File: src/hdl/rms_results_regs.vh
// register indices, field positions and timing constants of the rms result bank
`ifndef RMS_RESULTS_REGS_VH
`define RMS_RESULTS_REGS_VH

// register indices; byte address is four times the index
`define IDX_MEAS_RMS_BACKUP 10'h0F8
`define IDX_INST_MEAS_RMS 10'h10F
`define IDX_INST_FUND_VOLTAGE_RMS 10'h112
`define IDX_INST_FUND_CURRENT_RMS 10'h113
`define IDX_AVG_MEAS_RMS 10'h117
`define IDX_AVG_TOTAL_VOLTAGE_RMS 10'h11B
`define IDX_AVG_TOTAL_CURRENT_RMS 10'h11C
`define IDX_AVG_FUND_VOLTAGE_RMS 10'h121
`define IDX_AVG_FUND_CURRENT_RMS 10'h122
`define IDX_CTRL 10'h130
`define IDX_STATUS 10'h131

// number of result words
`define RESULT_COUNT 9

// control register fields
`define CTRL_SLOW_CLK_BIT 0
`define CTRL_CURRENT_B_BIT 1
`define CTRL_MEAS_CURRENT_BIT 2
`define CTRL_RESET 32'h0000_0000
`define CTRL_MASK 32'h0000_0007

// status register fields
`define STAT_INST_SETTLED_BIT 0
`define STAT_AVG_SETTLED_BIT 1

// result reset value
`define RESULT_RESET 32'h0000_0000

// system clock rate in kHz
`define CLK_SYS_KHZ 40000

// times in milliseconds
`define INST_FAST_REFRESH_MS 160
`define INST_FAST_SETTLE_MS 500
`define INST_SLOW_REFRESH_MS 640
`define INST_SLOW_SETTLE_MS 2000
`define AVG_FAST_REFRESH_MS 1280
`define AVG_FAST_SETTLE_MS 3000
`define AVG_SLOW_REFRESH_MS 5120
`define AVG_SLOW_SETTLE_MS 12000

// same times in system clock cycles
`define INST_FAST_REFRESH_CYC (`INST_FAST_REFRESH_MS * `CLK_SYS_KHZ)
`define INST_FAST_SETTLE_CYC (`INST_FAST_SETTLE_MS * `CLK_SYS_KHZ)
`define INST_SLOW_REFRESH_CYC (`INST_SLOW_REFRESH_MS * `CLK_SYS_KHZ)
`define INST_SLOW_SETTLE_CYC (`INST_SLOW_SETTLE_MS * `CLK_SYS_KHZ)
`define AVG_FAST_REFRESH_CYC (`AVG_FAST_REFRESH_MS * `CLK_SYS_KHZ)
`define AVG_FAST_SETTLE_CYC (`AVG_FAST_SETTLE_MS * `CLK_SYS_KHZ)
`define AVG_SLOW_REFRESH_CYC (`AVG_SLOW_REFRESH_MS * `CLK_SYS_KHZ)
`define AVG_SLOW_SETTLE_CYC (`AVG_SLOW_SETTLE_MS * `CLK_SYS_KHZ)

`endif

File: src/hdl/refresh_timer.v
// periodic refresh tick and settle indication for one group of results
`timescale 1ns/1ps

module refresh_timer
(
    // clock and reset
    input wire clk_sys,
    input wire sys_rst,
    input wire ce,
    // control
    input wire restart,
    input wire [31:0] period_cyc,
    input wire [31:0] settle_cyc,
    // status
    output reg tick,
    output reg settled
);

    reg [31:0] period_cnt_reg;
    reg [31:0] settle_cnt_reg;

    always @(posedge clk_sys or posedge sys_rst)
    begin
        if (sys_rst)
        begin
            period_cnt_reg <= 32'h0000_0000;
            settle_cnt_reg <= 32'h0000_0000;
            tick <= 1'b0;
            settled <= 1'b0;
        end
        else if (ce)
        begin
            tick <= 1'b0;
            if (restart)
            begin
                // a new input starts both the refresh phase and the settle wait
                period_cnt_reg <= 32'h0000_0000;
                settle_cnt_reg <= 32'h0000_0000;
                settled <= 1'b0;
            end
            else
            begin
                if (period_cnt_reg >= period_cyc - 32'h0000_0001)
                begin
                    period_cnt_reg <= 32'h0000_0000;
                    tick <= 1'b1;
                end
                else
                begin
                    period_cnt_reg <= period_cnt_reg + 32'h0000_0001;
                end
                if (!settled)
                begin
                    if (settle_cnt_reg >= settle_cyc - 32'h0000_0001)
                    begin
                        settled <= 1'b1;
                    end
                    else
                    begin
                        settle_cnt_reg <= settle_cnt_reg + 32'h0000_0001;
                    end
                end
            end
        end
    end

endmodule

File: src/hdl/rms_result_registers.v
// rms result register bank with apb slave, refresh timing and input selection
// How it works
// with the fast metering clock each instantaneous result refreshes every 160 ms, settled 500 ms after an input change.
// with the slow metering clock each instantaneous result refreshes every 640 ms and settles within 2000 ms.
// with the fast metering clock each averaged result refreshes every 1.28 s and settles within 3 s.
// with the slow metering clock each averaged result refreshes every 5.12 s and settles within 12 s.
// when the measurement channel handles a current input, its instantaneous rms is mirrored into the backup word the host reads.
// the instantaneous fundamental current word takes input a when the current channel uses a, else input b.
// the averaged total current word takes input a when the current channel uses a, else input b.
// the averaged fundamental current word takes input a when the current channel uses a, else input b.
// the averaged total voltage rms is a 32-bit two's-complement word at its own index.
// the averaged measurement-channel rms has its own 32-bit word.
// the averaged fundamental voltage rms has its own 32-bit word.
// the instantaneous fundamental voltage rms has its own 32-bit word.
// the instantaneous measurement-channel rms has its own 32-bit word.
// each result word keeps its value between refreshes and changes only at its refresh instant or on a host write to it.
`timescale 1ns/1ps
`include "rms_results_regs.vh"

module rms_result_registers
#(
    // clk_sys cycles per millisecond; one knob scales every interval alike
    parameter [31:0] CYC_PER_MS = `CLK_SYS_KHZ
)
(
    // clock, reset, enable
    input wire clk_sys,
    input wire sys_rst,
    input wire ce,
    // apb slave
    input wire psel,
    input wire penable,
    input wire pwrite,
    input wire [11:0] paddr,
    input wire [31:0] pwdata,
    output wire pready,
    output reg [31:0] prdata,
    output reg pslverr,
    // instantaneous results from the metering datapath
    input wire [31:0] inst_meas_sample,
    input wire [31:0] inst_fund_voltage_sample,
    input wire [31:0] inst_fund_current_a_sample,
    input wire [31:0] inst_fund_current_b_sample,
    // averaged results from the metering datapath
    input wire [31:0] avg_meas_sample,
    input wire [31:0] avg_total_voltage_sample,
    input wire [31:0] avg_total_current_a_sample,
    input wire [31:0] avg_total_current_b_sample,
    input wire [31:0] avg_fund_voltage_sample,
    input wire [31:0] avg_fund_current_a_sample,
    input wire [31:0] avg_fund_current_b_sample,
    // mode and refresh outputs to the datapath
    output wire metering_clock_slow,
    output wire current_input_b_sel,
    output wire meas_current_mode,
    output wire inst_refresh,
    output wire avg_refresh
);

    localparam [3:0] E_BACKUP = 4'h0;
    localparam [3:0] E_INST_MEAS = 4'h1;
    localparam [3:0] E_INST_FV = 4'h2;
    localparam [3:0] E_INST_FC = 4'h3;
    localparam [3:0] E_AVG_MEAS = 4'h4;
    localparam [3:0] E_AVG_TV = 4'h5;
    localparam [3:0] E_AVG_TC = 4'h6;
    localparam [3:0] E_AVG_FV = 4'h7;
    localparam [3:0] E_AVG_FC = 4'h8;

    localparam [31:0] INST_FAST_REFRESH_CYC = `INST_FAST_REFRESH_MS * CYC_PER_MS;
    localparam [31:0] INST_FAST_SETTLE_CYC = `INST_FAST_SETTLE_MS * CYC_PER_MS;
    localparam [31:0] INST_SLOW_REFRESH_CYC = `INST_SLOW_REFRESH_MS * CYC_PER_MS;
    localparam [31:0] INST_SLOW_SETTLE_CYC = `INST_SLOW_SETTLE_MS * CYC_PER_MS;
    localparam [31:0] AVG_FAST_REFRESH_CYC = `AVG_FAST_REFRESH_MS * CYC_PER_MS;
    localparam [31:0] AVG_FAST_SETTLE_CYC = `AVG_FAST_SETTLE_MS * CYC_PER_MS;
    localparam [31:0] AVG_SLOW_REFRESH_CYC = `AVG_SLOW_REFRESH_MS * CYC_PER_MS;
    localparam [31:0] AVG_SLOW_SETTLE_CYC = `AVG_SLOW_SETTLE_MS * CYC_PER_MS;

    // index of each result word in the map
    function [9:0] entry_index;
        input [3:0] entry;
        begin
            case (entry)
                E_BACKUP: entry_index = `IDX_MEAS_RMS_BACKUP;
                E_INST_MEAS: entry_index = `IDX_INST_MEAS_RMS;
                E_INST_FV: entry_index = `IDX_INST_FUND_VOLTAGE_RMS;
                E_INST_FC: entry_index = `IDX_INST_FUND_CURRENT_RMS;
                E_AVG_MEAS: entry_index = `IDX_AVG_MEAS_RMS;
                E_AVG_TV: entry_index = `IDX_AVG_TOTAL_VOLTAGE_RMS;
                E_AVG_TC: entry_index = `IDX_AVG_TOTAL_CURRENT_RMS;
                E_AVG_FV: entry_index = `IDX_AVG_FUND_VOLTAGE_RMS;
                E_AVG_FC: entry_index = `IDX_AVG_FUND_CURRENT_RMS;
                default: entry_index = 10'h3FF;
            endcase
        end
    endfunction

    reg [31:0] ctrl_reg;
    reg [31:0] ctrl_prev_reg;
    reg setup_seen_reg;
    reg [31:0] result_reg [0:`RESULT_COUNT-1];

    wire [9:0] word_index;
    wire setup_phase;
    wire access_write;
    wire ctrl_hit;
    wire status_hit;
    wire mode_change;
    wire inst_tick;
    wire avg_tick;
    wire inst_settled;
    wire avg_settled;
    wire [31:0] inst_period;
    wire [31:0] inst_settle;
    wire [31:0] avg_period;
    wire [31:0] avg_settle;
    wire [31:0] status_word;
    wire [31:0] sel_inst_fc;
    wire [31:0] sel_avg_tc;
    wire [31:0] sel_avg_fc;
    wire [`RESULT_COUNT-1:0] hit;
    wire [`RESULT_COUNT-1:0] refresh;
    wire [31:0] source [0:`RESULT_COUNT-1];

    reg [31:0] read_mux;
    reg any_hit;
    integer k;

    assign word_index = paddr[11:2];
    // a setup missed while frozen is taken in the access phase, one wait state later
    assign setup_phase = psel & ~setup_seen_reg;
    // a frozen block holds the host off instead of dropping the access
    assign pready = ce & (setup_seen_reg | ~penable);
    assign access_write = psel & penable & pwrite & pready;
    assign ctrl_hit = (word_index == `IDX_CTRL);
    assign status_hit = (word_index == `IDX_STATUS);

    assign metering_clock_slow = ctrl_reg[`CTRL_SLOW_CLK_BIT];
    assign current_input_b_sel = ctrl_reg[`CTRL_CURRENT_B_BIT];
    assign meas_current_mode = ctrl_reg[`CTRL_MEAS_CURRENT_BIT];

    // any change of clock rate or input routing counts as a new input
    assign mode_change = (ctrl_reg != ctrl_prev_reg);

    assign inst_period = metering_clock_slow ? INST_SLOW_REFRESH_CYC
                                             : INST_FAST_REFRESH_CYC;
    assign inst_settle = metering_clock_slow ? INST_SLOW_SETTLE_CYC
                                             : INST_FAST_SETTLE_CYC;
    assign avg_period = metering_clock_slow ? AVG_SLOW_REFRESH_CYC
                                            : AVG_FAST_REFRESH_CYC;
    assign avg_settle = metering_clock_slow ? AVG_SLOW_SETTLE_CYC
                                            : AVG_FAST_SETTLE_CYC;

    refresh_timer inst_timer
    (
        .clk_sys(clk_sys),
        .sys_rst(sys_rst),
        .ce(ce),
        .restart(mode_change),
        .period_cyc(inst_period),
        .settle_cyc(inst_settle),
        .tick(inst_tick),
        .settled(inst_settled)
    );

    refresh_timer avg_timer
    (
        .clk_sys(clk_sys),
        .sys_rst(sys_rst),
        .ce(ce),
        .restart(mode_change),
        .period_cyc(avg_period),
        .settle_cyc(avg_settle),
        .tick(avg_tick),
        .settled(avg_settled)
    );

    assign inst_refresh = inst_tick;
    assign avg_refresh = avg_tick;

    assign status_word = {30'h0000_0000, avg_settled, inst_settled};

    assign sel_inst_fc = current_input_b_sel ? inst_fund_current_b_sample
                                             : inst_fund_current_a_sample;
    assign sel_avg_tc = current_input_b_sel ? avg_total_current_b_sample
                                            : avg_total_current_a_sample;
    assign sel_avg_fc = current_input_b_sel ? avg_fund_current_b_sample
                                            : avg_fund_current_a_sample;

    // backup follows the instantaneous measurement word, so it takes the same sample
    assign source[E_BACKUP] = inst_meas_sample;
    assign source[E_INST_MEAS] = inst_meas_sample;
    assign source[E_INST_FV] = inst_fund_voltage_sample;
    assign source[E_INST_FC] = sel_inst_fc;
    assign source[E_AVG_MEAS] = avg_meas_sample;
    assign source[E_AVG_TV] = avg_total_voltage_sample;
    assign source[E_AVG_TC] = sel_avg_tc;
    assign source[E_AVG_FV] = avg_fund_voltage_sample;
    assign source[E_AVG_FC] = sel_avg_fc;

    assign refresh[E_BACKUP] = inst_tick & meas_current_mode;
    assign refresh[E_INST_MEAS] = inst_tick;
    assign refresh[E_INST_FV] = inst_tick;
    assign refresh[E_INST_FC] = inst_tick;
    assign refresh[E_AVG_MEAS] = avg_tick;
    assign refresh[E_AVG_TV] = avg_tick;
    assign refresh[E_AVG_TC] = avg_tick;
    assign refresh[E_AVG_FV] = avg_tick;
    assign refresh[E_AVG_FC] = avg_tick;

    genvar i;
    generate
        for (i = 0; i < `RESULT_COUNT; i = i + 1)
        begin : entry
            assign hit[i] = (word_index == entry_index(i[3:0]));

            always @(posedge clk_sys or posedge sys_rst)
            begin
                if (sys_rst)
                begin
                    result_reg[i] <= `RESULT_RESET;
                end
                else if (ce)
                begin
                    // a refresh in the same cycle as a host write wins
                    if (refresh[i])
                    begin
                        result_reg[i] <= source[i];
                    end
                    else if (access_write && hit[i])
                    begin
                        result_reg[i] <= pwdata;
                    end
                end
            end
        end
    endgenerate

    always @(posedge clk_sys or posedge sys_rst)
    begin
        if (sys_rst)
        begin
            ctrl_reg <= `CTRL_RESET;
            ctrl_prev_reg <= `CTRL_RESET;
        end
        else if (ce)
        begin
            ctrl_prev_reg <= ctrl_reg;
            if (access_write && ctrl_hit)
            begin
                ctrl_reg <= pwdata & `CTRL_MASK;
            end
        end
    end

    always @*
    begin
        read_mux = 32'h0000_0000;
        any_hit = ctrl_hit | status_hit;
        if (ctrl_hit)
        begin
            read_mux = ctrl_reg;
        end
        else if (status_hit)
        begin
            read_mux = status_word;
        end
        for (k = 0; k < `RESULT_COUNT; k = k + 1)
        begin
            if (hit[k])
            begin
                read_mux = result_reg[k];
                any_hit = 1'b1;
            end
        end
    end

    // read word and error are captured in the setup cycle and shown in the access phase
    always @(posedge clk_sys or posedge sys_rst)
    begin
        if (sys_rst)
        begin
            prdata <= 32'h0000_0000;
            pslverr <= 1'b0;
            setup_seen_reg <= 1'b0;
        end
        else if (ce)
        begin
            if (setup_phase)
            begin
                setup_seen_reg <= 1'b1;
                prdata <= pwrite ? 32'h0000_0000 : read_mux;
                // status is read-only, so a write to it is an error too
                pslverr <= ~any_hit | (pwrite & status_hit);
            end
            else
            begin
                setup_seen_reg <= 1'b0;
            end
        end
    end

endmodule

File: config.mk
export PLATFORM = sky130hd
export DESIGN_NAME = rms_result_registers
export DESIGN_NICKNAME = d
export VERILOG_FILES = /design/src/hdl/refresh_timer.v /design/src/hdl/rms_result_registers.v
export VERILOG_INCLUDE_DIRS = /design/src /design/src/hdl
export SDC_FILE = /design/constraint.sdc
export NUM_CORES = 1
export LEC_CHECK = 0
export BUFFER_PORTS_ARGS = -buffer_cell sky130_fd_sc_hd__buf_2
export CORE_MARGIN = 1.5
export CORE_UTILIZATION = 57
export CTS_BUF_LIST = sky130_fd_sc_hd__clkbuf_16
export CTS_CLUSTER_SIZE = 25
export DETAILED_ROUTE_END_ITERATION = 10
export GPL_TIMING_DRIVEN = 0
export PLACE_DENSITY = 0.81
export RECOVER_POWER = 25
export SLEW_MARGIN = 20
export SYNTH_ARGS = -nofsm -noshare
export SYNTH_HDL_FRONTEND = slang
export SYNTH_SLANG_ARGS = --single-unit
File: constraint.sdc
create_clock -name clk_sys -period 15.67 [get_ports clk_sys]
set_clock_uncertainty 0.05 [all_clocks]
set_input_delay 1.567 -clock clk_sys [delete_from_list [all_inputs] [get_ports clk_sys]]
set_output_delay 1.567 -clock clk_sys [all_outputs]
set_load 0.02 [all_outputs]
Word-level counts from Yosys, hierarchy flattened
Index checks and enable logic that the tools add are counted.
Widths: inputs -> output; s select.
Word-level totals
  bits in registers: 460
  input bits: 402
  output and inout port bits: 39
Operators by class
  add/subtract/negate cells: 8
  order comparisons: 4
  equal/unequal tests: 16
  multiplexer cells: 67
  bitwise gates (word level): 13
  reductions and logical operators: 32
Operators with widths (count)
  $mux 32: 41
  $add 32x1->32 const B: 4
  $ge 32x32->1: 4
  $eq 10x9->1 const B: 10
  $sub 29x1->30 const B: 1
  $mux 29: 1
  $sub 28x1->29 const B: 1
  $mux 28: 1
  $sub 27x1->28 const B: 1
  $mux 27: 1
  $sub 25x1->26 const B: 1
  $mux 25: 1
  $reduce_and 2->1: 11
  $mux 1: 20
  $reduce_bool 2->1: 9
  $eq 10x8->1 const B: 1
  $logic_and 1x1->1: 10
  $ne 2x1->1 const B: 4
  $and 1x1->1: 7
  $reduce_and 3->1: 2
  $mux 3: 1
  $ne 3x3->1: 1
  $not 1->1: 3
  $or 1x1->1: 3
  $mux 2: 1

Longest topological paths before layout
Gate-level depths: netlist (run 1).
  word-level depth: 13
  mapped depth: 10
  gate-level depth less buffers: 8

Hierarchy
Synthesis (run 1) repeated with hierarchy kept, for this count alone.
Second synthesis, totals
  cells, all modules: 3421
  area total of the unflattened synthesis: 31926.9 µm²
Modules (own cells, without submodules)
  rms_result_registers: instances 1, cells each 1897, area each 18809.3 µm², sequential area each 8207.9 µm²
  refresh_timer: instances 2, cells each 762, area each 6558.8 µm², sequential area each 1651.6 µm²

Least setup slack after synthesis (run 1)
OpenSTA, ideal clock, no wires.
  kind: input-to-output
  start: input ce
  end: output pready
  arrival: 2.501 ns
  data required time: 14.053 ns
  slack: 11.552 ns
  stages: 4
  buffers on the path: 2
  cell sequence: clkbuf_1 -> inv_2 -> clkbuf_1 -> a21oi_1
On the way
  cells in the longest elaborated chain, start to end: 1
RTL lines
  start, declared: RTL line rms_result_registers.v:29  | input wire ce,
  $and 1x1->1: RTL line rms_result_registers.v:133  | assign pready = ce & (setup_seen_reg | ~penable);
  end, declared: RTL line rms_result_registers.v:36  | output wire pready,
Every way passes these cells.

==> results.txt, run 1 <==
Clock Latency Late Sink = 0.63 ns
Worst setup SP type = primary input
area of the multi-input gates = 0.01290 mm²
RSZ-0062 raised after global routing = false
Hold EP = result_reg[160]
antenna viol nets, final = 0
Post-Synthesis Mean Instance Area = 9.199 µm²
crit path kind = primary input to asynchronous set/reset pin
pre-CTS setup slack = 10.74 ns
post-cts resize count = 0
Fill cells = 3643
vias in the first global route = 25636
PortBufs = 434
status = complete, but fails checks
Peak VDD IR = 71.92 µV
Hold Path Class = flip-flop to flip-flop
Post-CTS Setup Repair Bufs = 0
Worst Path Required = 14.94 ns
post-synthesis cell count = 2760
io pins = 441
number of synthesized flops with an enable pin = 0
hold buffer count at cts = 0
FF-to-FF Start = ctrl_reg[0]
clock buffer depth = 3
WL/cell = 25.11 µm
grt ovf = 0
die area = 0.04582 mm²
max reg flops = 288
LEAKAGE = 13.67 nW
Inserted Clock Buffers = 50
via density per instance = 6.599
DRT Pass-1 Iters = 9
Async SR Flop Fraction = 100.0%
Main synth FF type = dfrtp_1
Max Slew Vio Count = 359
final hold vios = 0
die height = 214.1 µm
clk sinks = 460
Yosys reg bits = 460
Layout Nets = 3704
Iter 0 DRT Violations = 3486
via count = 25669
fmax = 114.2 MHz
largest net degree at the start of global routing = 110
CP Capture Type = asynchronous set/reset pin
Area Overhead vs Synth = 18.06%
Final GP Congestion = 0.9752
hold depth = 2
CTS tree = built
DRC viols = 0
Cell variety after synth = 74
register area = 0.01151 mm²
Max transition margin = -280.0%
Synthesis Warnings = 0
drt total wl = 97670 µm
Pwr per Cell Area = 109.4 mW/mm²
Yosys top cell by area = dfrtp_1
Worst Max-Slew Pin Slew = 5.699 ns
failing checks = capacitance limit, slew limit
setup_tns = 0 ns
Reg2Reg Setup Slack = 11.28 ns
Die W = 214.1 µm
DP HPWL = 71710 µm
post-synth top area share = 45.34%
Critical path origin = sys_rst
Min Clock Period, post-route = 8.758 ns
setup violators final = 0
FF-to-FF End = avg_timer.settle_cnt_reg[18]
synth top area cells = dfrtp_1 (45%), mux2i_1 (9.1%), nand2_1 (5.3%)
slack of the critical path = 6.912 ns
critical path fanouts, max = 104
HP Start = result_reg[160]
initial antenna violation count = 10
gr usage total = 41.93%
first-pass GRT wire length = 147900 µm
post-synthesis sequential area ratio = 45.34%
fin crit share = 55.89%
CTS clk-pin slew, worst paths = 0.06 ns
critical path arrival = 8.03 ns
layout cells sized above 1 = 16.40%
Clock Tree Root = clkbuf_16
syn_nets = 3214
CORE AREA = 0.04412 mm²
H-tree depth = 2
worst-case reg-to-reg path depth = 10
initial core utilization = 57.54%
synthesized area = 0.02539 mm²
number of core rows = 77
Max-Cap Viols = 4
## final cells by class
type	instances	area share, %
plain buffers	201	2.550
diodes	11	0.09183
clock buffers	50	4.174
clock inverters	39	1.152
repair buffers	438	7.376
flip-flops and latches	460	38.41
well taps	592	2.471
inverters	58	0.7305
multi-input cells	2041	43.05
## synth_stat cells (8+ instances only)
library cell,number
dfrtp_1,460
nand2_1,356
a21oi_1,235
mux2i_1,230
o21ai_0,197
clkbuf_1,188
o21ai_1,170
nor2_1,105
nand3_1,59
inv_1,57
ha_1,52
nor2b_1,49
nand2b_1,40
a22o_1,34
a21o_1,33
o221ai_1,30
a221o_1,29
a221oi_1,29
a222oi_1,29
or4_1,29
nor3_1,27
or3_1,27
and3_1,23
o31ai_1,23
and2_1,22
nand4_1,22
nor4_1,22
o2bb2ai_1,19
nor3b_1,15
o211ai_1,15
xnor2_1,11
xor2_1,11
and4_1,10
a211oi_1,9
mux2_2,8
## stage by stage
step	hold WS (ns)	power [mW]	std cells	instance area, µm²	utilization (%)
finish	0.4330	3.278	3890	29980	67.93
CTS	0.4278	3.248	3879	30020	68.04
floorplan	0.3922	1.843	2760	25390	-
global route	0.4548	3.395	3882	29960	67.89
detailed placement	0.4146	2.076	3790	28420	64.42
global placement	0.4088	2.040	3786	28300	64.14
## worst max-delay path by stage
| stage | cells past startpoint | slack (ns) | to |
|---|---|---|---|
| 6_report | 3 | 6.91 | result_reg[240] |
| 5_1_grt | 3 | 5.60 | result_reg[121] |
| 4_1_cts | 6 | 10.73 | pready |
| 3_5_place_dp | 6 | 10.74 | pready |
| 3_3_place_gp | 2 | -3.46 | result_reg[150] |
| 2_1_floorplan | 1 | 1.23 | avg_timer.period_cnt_reg[0] |
## power breakdown
part / internal (mW) / leakage [nW] / total, mW / switching [mW]
combinational: 0.202 / 6.91 / 0.531 / 0.329
clock: 0.677 / 0.812 / 1.19 / 0.517
sequential: 1.40 / 5.95 / 1.55 / 0.150
total: 2.28 / 13.7 / 3.28 / 0.996
## cell usage in the layout (no fill, tap or decap), types with 30 or more instances in the layout
cell type    n
nor2_1     105
clkbuf_16   50
dfrtp_1    459
nand2b_1    40
a21oi_1    235
o21ai_1    169
inv_1       63
o21ai_0    197
nand3_1     59
nor2b_1     49
buf_2      440
ha_1        52
mux2i_1    230
clkbuf_1   189
nand2_1    356
a21o_1      33
o221ai_1    30
a22o_1      34
## worst max-delay path, stage by stage
cell and delay, ns:
buf_2 0.10, clkinvlp_2 2.08, clkbuf_1 4.09
## kinds of logic after synthesis
logic type | count (synthesis) | share of synthesized area [%]
and+or+nand+nor | 836 | 16.29
muxes | 238 | 9.422
AOI/OAI and AO/OA | 893 | 21.77
adders and majority gates | 52 | 2.562
xor gates and xnor gates | 22 | 0.7589
buffers and inverters | 259 | 3.859
DFF | 460 | 45.34
## layer usage
layer	global-route usage, %	vias to the layer above	routed length, µm
met5	0	-	13
met4	25.28	2	6455
met3	10.82	397	11540
met2	66.32	1768	44360
met1	51.85	12377	35300
li1	-	11125	-
Power figures use the tool's default switching activity.
==> inputs of run 2 (changes only) <==
Settings changed: ABC_AREA set to 1, CORE_UTILIZATION 57 to 52, PLACE_DENSITY 0.81 to 0.77.
Clock period 15.67 ns to 8 ns, I/O delays scaled along.
==> results.txt, run 2 <==
Reg2Reg Setup Slack = 4.19 ns (-7.09 ns)
max reg flops = 288 (unchanged)
DRT Pass-1 Iters = 7 (-2)
post-cts resize count = 0 (unchanged)
syn_nets = 4199 (+31%)
Synth Area in Adders = 2.421% (-0.14 points)
hold buffer count at cts = 0 (unchanged)
Max transition margin = -22.52% (+260 points)
vias in the first global route = 26801 (+4.5%)
status = complete, but fails checks
largest net degree at the start of global routing = 36 (-67%)
Iter 0 DRT Violations = 3209 (-7.9%)
Peak VDD IR = 196.1 µV (+170%)
register area = 0.01151 mm² (unchanged)
CORE AREA = 0.05120 mm² (+16%)
Worst Max-Slew Pin Slew = 1.838 ns (-3.862 ns)
clock buffer depth = 3 (unchanged)
Clock Tree Root = clkbuf_16
Yosys top cell by area = dfrtp_1
final non-filler cell total = 4988 (+28%)
die area = 0.05305 mm² (+16%)
gr usage total = 39.29% (-2.6 points)
initial antenna violation count = 13 (+3)
critical path fanouts, max = 29 (-72%)
RSZ-0062 raised after global routing = false
Post-Synthesis Mean Instance Area = 7.176 µm² (-22%)
fmax = 215.5 MHz
commonest non-fill, non-tap cell in the layout = nand2_1
Layout Nets = 4709 (+27%)
Final GP Congestion = 0.9850 (+1.0%)
placed cells = 4881 (+29%)
DRC viols = 0 (unchanged)
number of core rows = 83 (+7.8%)
Yosys reg bits = 460 (unchanged)
CP Capture Type = asynchronous set/reset pin
CTS clk-pin slew, worst paths = 0.06 ns (about the same)
LEAKAGE = 15.55 nW (+14%)
synth top area cells = dfrtp_1 (43%), nand2_1 (13%), nor2_1 (9.2%)
Area Overhead vs Synth = 18.59%
H-tree depth = 2 (unchanged)
Compound-Gate Fraction of Synth Area = 14.71% (-7.1 points)
fin crit share = 57.99%
grt ovf = 0 (unchanged)
Worst Path Required = 8.76 ns (-6.18 ns)
commonest non-fill, non-tap cells in the layout = nand2_1 (966), nor2_1 (661), buf_2 (505), dfrtp_1 (459)
via density per instance = 5.772 (-13%)
clk sinks = 460 (unchanged)
Async SR Flop Fraction = 100.0% (unchanged)
Max-Cap Viols = 2 (-2)
area of the multi-input gates = 0.01333 mm² (+3.3%)
top cells by count, synth = nand2_1 (966), nor2_1 (661), dfrtp_1 (460), o21ai_0 (310), inv_1 (300)
Fin Hold WS = 0.2499 ns (-0.1831 ns)
PortBufs = 438 (+0.92%)
first-pass GRT wire length = 158200 µm (+7.0%)
Inserted Clock Buffers = 52 (+4.0%)
initial core utilization = 52.49% (-5.1 points)
die height = 230.3 µm (+7.6%)
number of synthesized flops with an enable pin = 0 (unchanged)
final hold vios = 0 (unchanged)
critical path arrival = 5.40 ns (-2.63 ns)
final core utilization = 62.24% (-5.7 points)
DP HPWL = 82590 µm (+15%)
Clock Latency Late Sink = 0.61 ns (-0.02 ns)
layout cells sized above 1 = 14.92% (-1.5 points)
largest family of logic cells by synthesized area = simple AND/OR/NAND/NOR gates
Cell variety after synth = 43 (-42%)
Min Clock Period, post-route = 4.639 ns
CTS tree = built
failing checks = capacitance limit, slew limit
drt total wl = 106200 µm (+8.7%)
post-synthesis cell count = 3745 (+36%)
Post-CTS Setup Repair Bufs = 0 (unchanged)
synthesized area = 0.02687 mm² (+5.8%)
crit path kind = primary input to asynchronous set/reset pin
Synthesis Warnings = 0 (unchanged)
Max Slew Vio Count = 65 (-82%)
Worst setup SP type = primary input
xor and xnor area share after synthesis = 3.450% (+2.7 points)
post-synthesis sequential area ratio = 42.83% (-2.5 points)
via count = 28792 (+12%)
Hold Path Class = primary input to asynchronous set/reset pin
top-count cell post-synth = nand2_1
Pwr per Cell Area = 224.2 mW/mm² (+110%)
io pins = 441 (unchanged)
Main synth FF type = dfrtp_1
mux cell area share after synthesis = 0.04190% (-9.4 points)
Tot Pwr = 7.146 mW (+120%)
Fill cells = 4849 (+33%)
antenna viol nets, final = 0 (unchanged)
WL/cell = 21.28 µm (-15%)
setup violators final = 0 (unchanged)
post-synthesis simple-gate area fraction = 28.96% (+13 points)
post-synth top area share = 42.83% (-2.5 points)
Die W = 230.3 µm (+7.6%)
-- run 2: logic make-up (layout without fill, tap and decap cells) --
group           Yosys count  count (layout)
simple gates           1927            1927
compound gates          683             683
buf+inv                 517            1067
flops                   460             460
xor+xnor                105             105
fa+ha+maj                52              52
mux                       1               1
other cells               0              13
-- run 2: per-stage QoR --
step	TNS, ns	cell area [µm²]	setup WS [ns]
floorplan	0	26880	0.9250
finish	0	31870	3.361
detailed placement	0	30340	4.387
CTS	0	31960	4.380
global placement	-830.33	29920	-1.858
global route	0	31860	2.782
-- run 2: final timing paths --
path	startpoint	endpoint	cells after the start
max in group clk_sys	inst_timer.tick	result_reg[160]	7
min reg2reg	inst_timer.period_cnt_reg[30]	inst_timer.period_cnt_reg[30]	2
max	sys_rst	result_reg[19]	11
min	sys_rst	avg_timer.period_cnt_reg[21]	2
min in group clk_sys	avg_total_voltage_sample[19]	result_reg[115]	3
max reg2reg	inst_timer.tick	result_reg[160]	7
-- run 2: power by group --
group	internal, mW	switching, mW	leakage [nW]
Combinational	0.582	0.940	9.08
Clock	1.32	1.02	0.829
Sequential	2.93	0.350	5.64
-- run 2: layout make-up --
| class | count | share of cell area (%) |
|---|---|---|
| timing repair buffer | 456 | 7.817 |
| antenna | 13 | 0.1021 |
| clock buffer | 53 | 4.162 |
| multi-input combinational | 2768 | 41.81 |
| clock inverter | 41 | 0.9148 |
| inverter | 309 | 3.643 |
| tap | 680 | 2.670 |
| sequential | 460 | 36.12 |
| buffer | 208 | 2.752 |
-- run 2: per-layer routing --
layer / routed length [µm] / part of all wire (%) / global-route usage [%]
met5: 11 / 0.010 / 0
met4: 5358 / 5.0 / 19.28
met2: 45410 / 43 / 57.52
met1: 41730 / 39 / 52.47
met3: 13650 / 13 / 12.55
-- run 2: critical path: stages --
cell and delay, ns:
buf_2 0.10, clkinvlp_2 0.49, clkbuf_1 0.84, clkbuf_1 0.78, clkbuf_1 1.03, buf_16 0.27
buf_12 0.20, buf_12 0.22, buf_16 0.20, buf_16 0.19, buf_12 0.21
